[config.mk]
export PLATFORM = sky130hd
export DESIGN_NAME = flash_status_host
export DESIGN_NICKNAME = d
export VERILOG_FILES = /design/src/hw/flash_status_pkg.sv /design/src/hw/flash_status_host.sv
export SDC_FILE = /design/constraint.sdc
export NUM_CORES = 1
export LEC_CHECK = 0
export BUFFER_PORTS_ARGS = -buffer_cell sky130_fd_sc_hd__buf_2
export CAP_MARGIN = 20
export CORE_MARGIN = 10
export CORE_UTILIZATION = 36
export CTS_BUF_LIST = sky130_fd_sc_hd__clkbuf_4 sky130_fd_sc_hd__clkbuf_8 sky130_fd_sc_hd__clkbuf_16
export DETAILED_ROUTE_END_ITERATION = 10
export GPL_TIMING_DRIVEN = 0
export SLEW_MARGIN = 10
export SYNTH_ARGS = -nofsm -noshare
export SYNTH_HDL_FRONTEND = slang
export SYNTH_SLANG_ARGS = --single-unit
export TNS_END_PERCENT = 50
[constraint.sdc]
create_clock -name sys_clk -period 2.45 [get_ports sys_clk]
set_input_delay 0.245 -clock sys_clk [delete_from_list [all_inputs] [get_ports sys_clk]]
set_output_delay 0.245 -clock sys_clk [all_outputs]
set_load 0.01 [all_outputs]
[src/hw/flash_status_pkg.sv]
// constants for the flash status and error handling controller
package flash_status_pkg;
  // flash data bus and polling bit positions
  localparam int DATA_W = 16;
  localparam int ADDR_W = 24;
  localparam int POLL_BIT = 7;
  localparam int TOGGLE_ONE_BIT = 6;
  localparam int TIMEOUT_BIT = 5;
  localparam int ERASE_STARTED_BIT = 3;
  localparam int SECTOR_TOGGLE_BIT = 2;
  localparam int ABORT_BIT = 1;
  // operation status register bit positions
  localparam int SR_VALID = 7;
  localparam int SR_ERASE_ERR = 5;
  localparam int SR_PROG_ERR = 4;
  localparam int SR_ABORT = 3;
  localparam int SR_SUSPEND = 2;
  localparam int SR_PROTECT = 1;
  // device command words, single cycle, unlock cycles not issued
  localparam logic [15:0] CMD_RESET = 16'h00f0;
  localparam logic [15:0] CMD_SR_READ = 16'h0070;
  localparam logic [15:0] CMD_SR_CLEAR = 16'h0071;
  localparam logic [15:0] CMD_ABORT_RESET = 16'h00f0;
  localparam logic [ADDR_W-1:0] CMD_ADDR = 24'h000555;
  // bus timing at 25 MHz: 40 ns per cycle
  localparam int CLK_NS = 40;
  localparam int ACCESS_NS = 100;
  localparam int ACCESS_CYC = (ACCESS_NS + CLK_NS - 1) / CLK_NS;
  localparam int WRITE_NS = 60;
  localparam int WRITE_CYC = (WRITE_NS + CLK_NS - 1) / CLK_NS;
  localparam int CNT_W = 8;
  // own register map
  localparam logic [3:0] REG_CTRL = 4'h0;
  localparam logic [3:0] REG_ADDR = 4'h1;
  localparam logic [3:0] REG_STATUS = 4'h2;
  localparam logic [3:0] REG_POLL = 4'h3;
  localparam logic [3:0] REG_SR = 4'h4;
  localparam logic [3:0] REG_DATA = 4'h5;
  // control opcodes written to REG_CTRL
  localparam logic [2:0] OP_POLL = 3'h1;
  localparam logic [2:0] OP_SR_READ = 3'h2;
  localparam logic [2:0] OP_CLEAR = 3'h3;
  localparam logic [2:0] OP_ABORT_RESET = 3'h4;
  localparam logic [2:0] OP_ARRAY_READ = 3'h5;
  // result codes
  localparam logic [2:0] RES_NONE = 3'h0;
  localparam logic [2:0] RES_BUSY = 3'h1;
  localparam logic [2:0] RES_DONE = 3'h2;
  localparam logic [2:0] RES_TIMEOUT = 3'h3;
  localparam logic [2:0] RES_ABORT = 3'h4;
  localparam logic [2:0] RES_REFUSED = 3'h5;
endpackage : flash_status_pkg

[src/hw/flash_status_host.sv]
// host controller: polls flash status, reads status register, clears errors
`timescale 1ns/10ps
module flash_status_host (
  // clock, reset, enable
  input wire logic sys_clk,
  input wire logic sys_rst,
  input wire logic clk_en,
  // register port
  input wire logic [3:0] reg_addr,
  input wire logic [31:0] reg_wdata,
  input wire logic reg_wr,
  input wire logic reg_rd,
  output logic [31:0] reg_rdata,
  // flash pins
  output logic [flash_status_pkg::ADDR_W-1:0] flash_addr,
  input wire logic [flash_status_pkg::DATA_W-1:0] flash_dq_in,
  output logic [flash_status_pkg::DATA_W-1:0] flash_dq_out,
  output logic flash_dq_oe_n,
  output logic flash_ce_n,
  output logic flash_oe_n,
  output logic flash_we_n,
  input wire logic ready_busy_n
);
  typedef enum {st_idle, st_rd, st_rd_gap, st_wr, st_eval} state_t;
  state_t state_reg, state_next;

  logic [flash_status_pkg::DATA_W-1:0] dq_meta_reg, dq_sync_reg;
  logic rb_meta_reg, rb_sync_reg;
  logic [flash_status_pkg::ADDR_W-1:0] addr_reg;
  logic [flash_status_pkg::DATA_W-1:0] first_reg, data_reg;
  logic [7:0] sr_reg;
  logic [2:0] op_reg, result_reg;
  logic [1:0] reads_reg;
  logic [flash_status_pkg::CNT_W-1:0] cnt_reg;
  logic busy_reg, err_pending_reg, sec_tog_reg;
  logic [flash_status_pkg::DATA_W-1:0] cmd_reg;

  // masked polling view: reserved bits four and zero ignored
  function automatic logic [7:0] poll_mask(input logic [15:0] d);
    poll_mask = {d[7:5], 1'b0, d[3:1], 1'b0};
  endfunction : poll_mask

  wire start = reg_wr && (reg_addr == flash_status_pkg::REG_CTRL) && !busy_reg;
  wire [2:0] new_op = reg_wdata[2:0];
  wire is_write_op = (new_op == flash_status_pkg::OP_CLEAR) || (new_op == flash_status_pkg::OP_ABORT_RESET)
    || (new_op == flash_status_pkg::OP_SR_READ);
  // while error pending only array read is refused; poll, status read, reset, clear go out
  wire op_allowed = !err_pending_reg || (new_op != flash_status_pkg::OP_ARRAY_READ);
  wire cnt_done = (cnt_reg == '0);
  wire [7:0] p_first = poll_mask(first_reg);
  wire [7:0] p_now = poll_mask(dq_sync_reg);
  wire toggling = p_first[flash_status_pkg::TOGGLE_ONE_BIT] != p_now[flash_status_pkg::TOGGLE_ONE_BIT];
  wire sec_toggling = p_first[flash_status_pkg::SECTOR_TOGGLE_BIT] != p_now[flash_status_pkg::SECTOR_TOGGLE_BIT];
  wire timed_out = p_now[flash_status_pkg::TIMEOUT_BIT];
  wire aborted = p_now[flash_status_pkg::ABORT_BIT];
  wire [2:0] poll_result = !toggling ? flash_status_pkg::RES_DONE :
    aborted ? flash_status_pkg::RES_ABORT :
    timed_out ? flash_status_pkg::RES_TIMEOUT : flash_status_pkg::RES_BUSY;
  wire [15:0] cmd_word = (new_op == flash_status_pkg::OP_CLEAR) ? flash_status_pkg::CMD_SR_CLEAR :
    (new_op == flash_status_pkg::OP_ABORT_RESET) ? flash_status_pkg::CMD_ABORT_RESET :
    flash_status_pkg::CMD_SR_READ;

  // state sequencing
  always_comb begin
    state_next = state_reg;
    case (state_reg)
      st_idle: begin
        if (start && op_allowed) begin
          state_next = is_write_op ? st_wr : st_rd;
        end
      end
      st_wr: begin
        if (cnt_done) begin
          state_next = (op_reg == flash_status_pkg::OP_SR_READ) ? st_rd : st_idle;
        end
      end
      st_rd: begin
        if (cnt_done) begin
          state_next = (op_reg == flash_status_pkg::OP_POLL && reads_reg == 2'd0) ? st_rd_gap : st_eval;
        end
      end
      st_rd_gap: state_next = st_rd;
      st_eval: state_next = st_idle;
      default: state_next = st_idle;
    endcase
  end

  // synchronisers for pin inputs
  always_ff @(posedge sys_clk) begin
    if (sys_rst) begin
      dq_meta_reg <= '0;
      dq_sync_reg <= '0;
      rb_meta_reg <= 1'b1;
      rb_sync_reg <= 1'b1;
    end else if (clk_en) begin
      dq_meta_reg <= flash_dq_in;
      dq_sync_reg <= dq_meta_reg;
      rb_meta_reg <= ready_busy_n;
      rb_sync_reg <= rb_meta_reg;
    end
  end

  always_ff @(posedge sys_clk) begin
    if (sys_rst) begin
      state_reg <= st_idle;
    end else if (clk_en) begin
      state_reg <= state_next;
    end
  end

  // operation bookkeeping
  always_ff @(posedge sys_clk) begin
    if (sys_rst) begin
      addr_reg <= '0;
      op_reg <= '0;
      result_reg <= flash_status_pkg::RES_NONE;
      cnt_reg <= '0;
      reads_reg <= '0;
      busy_reg <= 1'b0;
      err_pending_reg <= 1'b0;
      sec_tog_reg <= 1'b0;
      first_reg <= '0;
      data_reg <= '0;
      sr_reg <= '0;
      cmd_reg <= '0;
    end else if (clk_en) begin
      if (reg_wr && reg_addr == flash_status_pkg::REG_ADDR && !busy_reg) begin
        addr_reg <= reg_wdata[flash_status_pkg::ADDR_W-1:0];
      end
      if (state_reg == st_idle && start) begin
        if (op_allowed) begin
          op_reg <= new_op;
          busy_reg <= 1'b1;
          reads_reg <= '0;
          cmd_reg <= cmd_word;
          cnt_reg <= is_write_op ? flash_status_pkg::CNT_W'(flash_status_pkg::WRITE_CYC)
            : flash_status_pkg::CNT_W'(flash_status_pkg::ACCESS_CYC);
          result_reg <= flash_status_pkg::RES_BUSY;
        end else begin
          result_reg <= flash_status_pkg::RES_REFUSED;
        end
      end else if (state_reg == st_wr) begin
        cnt_reg <= cnt_done ? flash_status_pkg::CNT_W'(flash_status_pkg::ACCESS_CYC) : cnt_reg - 1'b1;
        if (cnt_done && op_reg != flash_status_pkg::OP_SR_READ) begin
          busy_reg <= 1'b0;
          err_pending_reg <= 1'b0;
          result_reg <= flash_status_pkg::RES_DONE;
        end
      end else if (state_reg == st_rd) begin
        cnt_reg <= cnt_done ? flash_status_pkg::CNT_W'(flash_status_pkg::ACCESS_CYC) : cnt_reg - 1'b1;
        if (cnt_done) begin
          reads_reg <= reads_reg + 2'd1;
          if (reads_reg == 2'd0) begin
            first_reg <= dq_sync_reg;
          end
        end
      end else if (state_reg == st_eval) begin
        busy_reg <= 1'b0;
        data_reg <= dq_sync_reg;
        if (op_reg == flash_status_pkg::OP_POLL) begin
          result_reg <= poll_result;
          // toggling with timeout or abort leaves device error-locked
          err_pending_reg <= (poll_result == flash_status_pkg::RES_TIMEOUT)
            || (poll_result == flash_status_pkg::RES_ABORT);
          sec_tog_reg <= sec_toggling;
        end else if (op_reg == flash_status_pkg::OP_SR_READ) begin
          sr_reg <= dq_sync_reg[7:0];
          result_reg <= flash_status_pkg::RES_DONE;
        end else begin
          result_reg <= flash_status_pkg::RES_DONE;
        end
      end
    end
  end

  // flash pin drive
  assign flash_addr = (state_reg == st_wr) ? flash_status_pkg::CMD_ADDR : addr_reg;
  assign flash_ce_n = !(state_reg == st_wr || state_reg == st_rd);
  assign flash_oe_n = !(state_reg == st_rd);
  assign flash_we_n = !(state_reg == st_wr && !cnt_done);
  assign flash_dq_out = cmd_reg;
  assign flash_dq_oe_n = !(state_reg == st_wr);

  // register read port, data one cycle after strobe
  function automatic logic [3:0] sticky_hint(input logic [7:0] s);
    sticky_hint = {s[flash_status_pkg::SR_VALID], s[flash_status_pkg::SR_ERASE_ERR],
      s[flash_status_pkg::SR_PROG_ERR] | s[flash_status_pkg::SR_ABORT], s[flash_status_pkg::SR_PROTECT]};
  endfunction : sticky_hint
  wire [31:0] status_word = {21'd0, sec_tog_reg, rb_sync_reg, err_pending_reg, sticky_hint(sr_reg), result_reg,
    busy_reg};
  wire [31:0] rd_mux =
    (reg_addr == flash_status_pkg::REG_CTRL) ? {29'd0, op_reg} :
    (reg_addr == flash_status_pkg::REG_ADDR) ? {8'd0, addr_reg} :
    (reg_addr == flash_status_pkg::REG_STATUS) ? status_word :
    (reg_addr == flash_status_pkg::REG_POLL) ? {16'd0, first_reg[15:8], poll_mask(data_reg)} :
    (reg_addr == flash_status_pkg::REG_SR) ? {24'd0, sr_reg} :
    (reg_addr == flash_status_pkg::REG_DATA) ? {16'd0, data_reg} : 32'd0;

  always_ff @(posedge sys_clk) begin
    if (sys_rst) begin
      reg_rdata <= '0;
    end else if (clk_en) begin
      reg_rdata <= reg_rd ? rd_mux : 32'd0;
    end
  end
endmodule : flash_status_host

==> flow_summary.json, run 1 <==
{
  "gp_congestion": 0.894,
  "gr-usage-all-layers_pct": 16.7,
  "hp-class": "in -> reg",
  "p_per_area_mw_per_mm2": 694,
  "yosysWarnings": 0,
  "start_util_pct": 36.9,
  "required_ns": 2.20,
  "final_cell_area_sq_mm": 0.00798,
  "drive_above_1_share_pct": 19.8,
  "final_common_cell": "dfxtp_1",
  "slew_headroom_pct": 30.6,
  "synth_seq_cells": 141,
  "synthCells": 762,
  "skew_ns": 0.00999,
  "fmax_mhz": 437,
  "placementRows": 48,
  "cts_root_buf": "clkbuf_16",
  "ys_seq_area_share_pct": 44.1,
  "final_cell_mix": "dfxtp_1, nand2_1, buf_2",
  "ant_nets": 0,
  "io_buffers": 103,
  "die_h_um": 153,
  "fp.coreArea_sq_mm": 0.0174,
  "grt_pass1_vias": 5702,
  "async_flop_share_pct": 0,
  "grt_setup_unrepaired": "false",
  "finalHoldViolCount": 0,
  "cts.reportedPaths.clkPinSlew_ns": 0.06,
  "cts_tree": "yes",
  "crit_fanout": 7,
  "period_minus_slack_ns": 2.29,
  "synthDistinctLibCells": 62,
  "drc": 0,
  "clock_latency_ns": 0.42,
  "place_inst": 1110,
  "fin_cells": 1144,
  "routedWlPerCell_um": 17.6,
  "htreeDepth": 4,
  "leakage_nw": 3.39,
  "ctsHoldBuffers": 0,
  "hpwl_mm": 15.3,
  "status": "complete, no violations",
  "area_delta_synth_final_pct": 24.5,
  "gr-total-overflow": 0,
  "drt-total-wl_mm": 20.2,
  "criticalPathCategory": "reg -> out",
  "synth_edf_count": 0,
  "antenna_cells": 0,
  "num_io_pins": 134,
  "grt_pass1_wl_mm": 31.9,
  "antenna_found_initial": 0,
  "ir_drop_mv": 0.473,
  "end_kind": "output port",
  "cp.arrival_ns": 2.04,
  "grt_max_degree": 17,
  "die_area_sq_mm": 0.0235,
  "reg2reg_slack_ns": 0.24,
  "period_share_pct": 93.4,
  "cap_violations": 0,
  "cts_max_path_buffers": 2,
  "clock-sinks": 141,
  "final_nets": 967,
  "fp.dieW_um": 153,
  "synth_area_sq_mm": 0.00640,
  "cts_buffers": 17,
  "tightest_slew_ns": 1.04,
  "viasPerCell": 5.17,
  "first_iter_violations": 477,
  "critPathLaunchType": "flop",
  "synth_area_per_cell_sq_um": 8.40,
  "num_vias": 5919,
  "synthFlopType": "dfxtp_1",
  "drtPass1Iterations": 5,
  "dpl_cell_area_sq_mm": 0.00728,
  "setup_violations": 0,
  "slew_viol_final": 0
}
## synth_stat cells, types with 4 or more instances
cell type | number | area [sq um]
a221oi_1 | 6 | 52.6
buf_1 | 5 | 18.8
nor2_1 | 73 | 274
buf_4 | 21 | 158
nor3b_1 | 6 | 45.0
inv_1 | 15 | 56.3
or4_1 | 4 | 30.0
a21oi_1 | 63 | 315
nor4_1 | 12 | 75.1
nand4_1 | 9 | 56.3
mux2i_1 | 57 | 571
dfxtp_1 | 141 | 2820
nand2b_1 | 12 | 75.1
and2_1 | 18 | 113
clkbuf_1 | 45 | 169
o211a_1 | 5 | 50.1
nand2_1 | 117 | 439
nand3_1 | 17 | 85.1
o21ai_0 | 22 | 110
nor2b_1 | 7 | 43.8
or3b_2 | 4 | 35.0
a22oi_1 | 15 | 113
and3_1 | 4 | 25.0
nor3_1 | 13 | 65.1
## stage by stage
stage / utilization [%] / TNS (ns) / total power, mW / hold WS [ns] / setup slack [ns]
after global routing: 45.9 / 0 / 5.71 / 0.0483 / 0.00869
after floorplan: - / 0 / 2.64 / 0.373 / 0.297
final: 45.9 / 0 / 5.53 / 0.0446 / 0.161
after CTS: 45.9 / 0 / 5.57 / 0.0330 / 0.0329
after detailed placement: 42.0 / -4.77 / 2.77 / 0.442 / -0.178
after global placement: 41.9 / -4.93 / 2.77 / 0.439 / -0.213
## critical path, cell delays in order, from the launching register on
cell	delay, ns
dfxtp_1	0.34
inv_1	0.10
ha_1	0.14
nor3b_2	0.46
nand2_1	0.27
nand3_1	0.18
buf_2	0.14
## worst paths after layout
check                       start               to  depth (start not counted)
setup reg to reg       cnt_reg[0]       cnt_reg[5]                          4
setup / recovery       cnt_reg[0]       flash_we_n                          6
hold / removal       ready_busy_n      rb_meta_reg                          3
hold reg to reg   flash_dq_out[0]  flash_dq_out[0]                          2
## metal layers
metal | up-vias | GRT usage (%) | wire, um
li1 | 2933 | - | -
met1 | 2772 | 22.3 | 9490
met2 | 194 | 25.8 | 9080
met3 | 20 | 4.01 | 1390
met4 | 0 | 5.44 | 233
met5 | - | 0 | 0
## final cells by class
class | instances | area [sq um]
fill | 1799 | 9380
multi-input combinational | 548 | 3240
sequential | 141 | 2820
timing repair buffer | 107 | 547
clock buffer | 23 | 489
buffer | 75 | 375
tap | 225 | 282
clock inverter | 9 | 158
inverter | 16 | 60.1
## what timing repair did
item,CTS,global route
setup buffers,2,0
resized for setup,3,6
endpoints found under the setup margin,20,24
pin swaps,0,0
## logic make-up (layout without fill, tap and decap cells)
kind of cell	after synthesis	in the layout	share of synthesized area (%)
buffers and inverters	91	230	6.74
adders and majority gates	3	3	0.586
muxes	58	58	9.09
other	1	19	0.0586
AOI/OAI and AO/OA	151	151	15.2
DFF	141	141	44.1
xor gates and xnor gates	4	4	0.547
and+or+nand+nor	313	313	23.7
## report_power, final
| group | switching [mW] | internal (mW) |
|---|---|---|
| combinational | 0.230 | 0.143 |
| clock | 0.975 | 1.82 |
| sequential | 0.0309 | 2.33 |
| total | 1.24 | 4.30 |
No activity file was read; power rests on OpenSTA's default activity.
==> inputs of run 2 (changes only) <==
- PLACE_DENSITY_LB_ADDON: not set -> 0.1
==> run 2 against run 1 <==
  * Maximum frequency shrank 1.1%
  * Final area shrank 0.78%
  * Die area is the same
  * Critical endpoint is now flash_addr[23]
  * Highest routed layer unchanged
==> flow_summary.json, run 2 (synthesis gave the netlist of run 1 again) <==
{
  "critPathLaunchType": "flop",
  "cts_tree": "yes",
  "hpwl_mm": 15.8,
  "fp.coreArea_sq_mm": 0.0174,
  "antenna_cells": 0,
  "rr_worst_depth": 6,
  "period_share_pct": 94.5,
  "drive_above_1_share_pct": 19.5,
  "io_buffers": 103,
  "final_nets": 967,
  "fmax_mhz": 432,
  "viasPerCell": 5.17,
  "criticalPathCategory": "reg -> out",
  "cap_violations": 0,
  "clock-sinks": 141,
  "ctsHoldBuffers": 0,
  "grt_pass1_vias": 5715,
  "ir_drop_mv": 0.509,
  "slew_headroom_pct": 30.2,
  "setup_violations": 0,
  "p_per_area_mw_per_mm2": 671,
  "fp.dieW_um": 153,
  "drtPass1Iterations": 5,
  "first_iter_violations": 489,
  "p_total_mw": 5.31,
  "required_ns": 2.20,
  "grt_pass1_wl_mm": 32.7,
  "htreeDepth": 4,
  "num_vias": 5905,
  "cp.arrival_ns": 2.07,
  "antenna_found_initial": 0,
  "grt_max_degree": 17,
  "cts_root_buf": "clkbuf_16",
  "num_io_pins": 134,
  "area_delta_synth_final_pct": 23.6,
  "cts_buffers": 17,
  "nFillCells": 1792,
  "drc": 0,
  "placementRows": 48,
  "finalHoldViolCount": 0,
  "die_h_um": 153,
  "final_cell_mix": "dfxtp_1, nand2_1, buf_2",
  "final_common_cell": "dfxtp_1",
  "hp-class": "in -> reg",
  "clock_latency_ns": 0.42,
  "leakage_nw": 3.35,
  "status": "complete, no violations",
  "die_area_sq_mm": 0.0235,
  "gr-usage-all-layers_pct": 17.2,
  "cts.reportedPaths.clkPinSlew_ns": 0.06,
  "end_kind": "output port",
  "routedWlPerCell_um": 18.1,
  "period_minus_slack_ns": 2.31,
  "gr-total-overflow": 0,
  "fin_setup_tns_ns": 0,
  "slew_viol_final": 0,
  "start_util_pct": 36.9,
  "skew_ns": 0.00660,
  "ant_nets": 0,
  "grt_setup_unrepaired": "true",
  "cts_max_path_buffers": 2,
  "drt-total-wl_mm": 20.6,
  "tightest_slew_ns": 1.04,
  "crit_fanout": 10,
  "hold_depth": 3,
  "gp_congestion": 0.883
}
[run 2: cell types whose count changed in the layout (fill, tap and decap cells not counted), sizes merged]
cell,delta
buf,+1
bufinv,-2
clkbuf,-3
clkinv,+1
inv,+1
[run 2: stage by stage]
stage | hold slack [ns] | cell area (sq um) | setup slack (ns) | instances | utilization (%)
2_1_floorplan | 0.373 | 6470 | 0.297 | 780 | -
3_3_place_gp | 0.434 | 7270 | -0.268 | 1108 | 41.9
3_5_place_dp | 0.443 | 7280 | -0.256 | 1109 | 41.9
4_1_cts | 0.0369 | 7900 | 0.0368 | 1141 | 45.5
5_1_grt | 0.0479 | 7910 | -0.0392 | 1142 | 45.6
6_report | 0.0454 | 7910 | 0.136 | 1142 | 45.6
[run 2: path summary, 6_finish.rpt]
kind                               startpoint              to  slack [ns]
worst max-delay path             state_reg[2]  flash_addr[23]        0.14
worst max register to register   state_reg[2]       sr_reg[4]        0.21
worst min-delay path             ready_busy_n     rb_meta_reg        0.05
worst min register to register  reg_rdata[10]   reg_rdata[10]        0.45
[run 2: timing repair]
action                                  in CTS  in global routing
endpoints found under the setup margin      23                 16
gates resized for setup                      3                  5
buffers inserted                             2                  0
pin swaps                                    0                  0
[run 2: area by class of cell]
cell class	count	area (sq um)	area share (%)
buffer	75	374	4.73
clock buffer	21	474	5.99
sequential	141	2820	35.7
timing repair buffer	107	547	6.91
inverter	16	60.1	0.759
clock inverter	9	111	1.41
tap	225	282	3.56
multi-input combinational	548	3240	41.0
[run 2: where the power goes]
group          switching (mW)  internal (mW)
clock                   0.990           1.58
sequential             0.0308           2.33
combinational           0.229          0.143
[run 2: worst max-delay path, stage by stage, from the launching register on]
cell and delay (ns):
dfxtp_1 0.40, buf_1 0.31, nand3b_1 0.28, clkbuf_2 0.33
and2_1 0.19, buf_2 0.13
[run 2: routing by layer]
metal,track usage [%],part of all wire (%)
met5,0,0
met4,5.17,1.9
met3,4.38,6.5
met2,26.7,44
met1,23.1,47
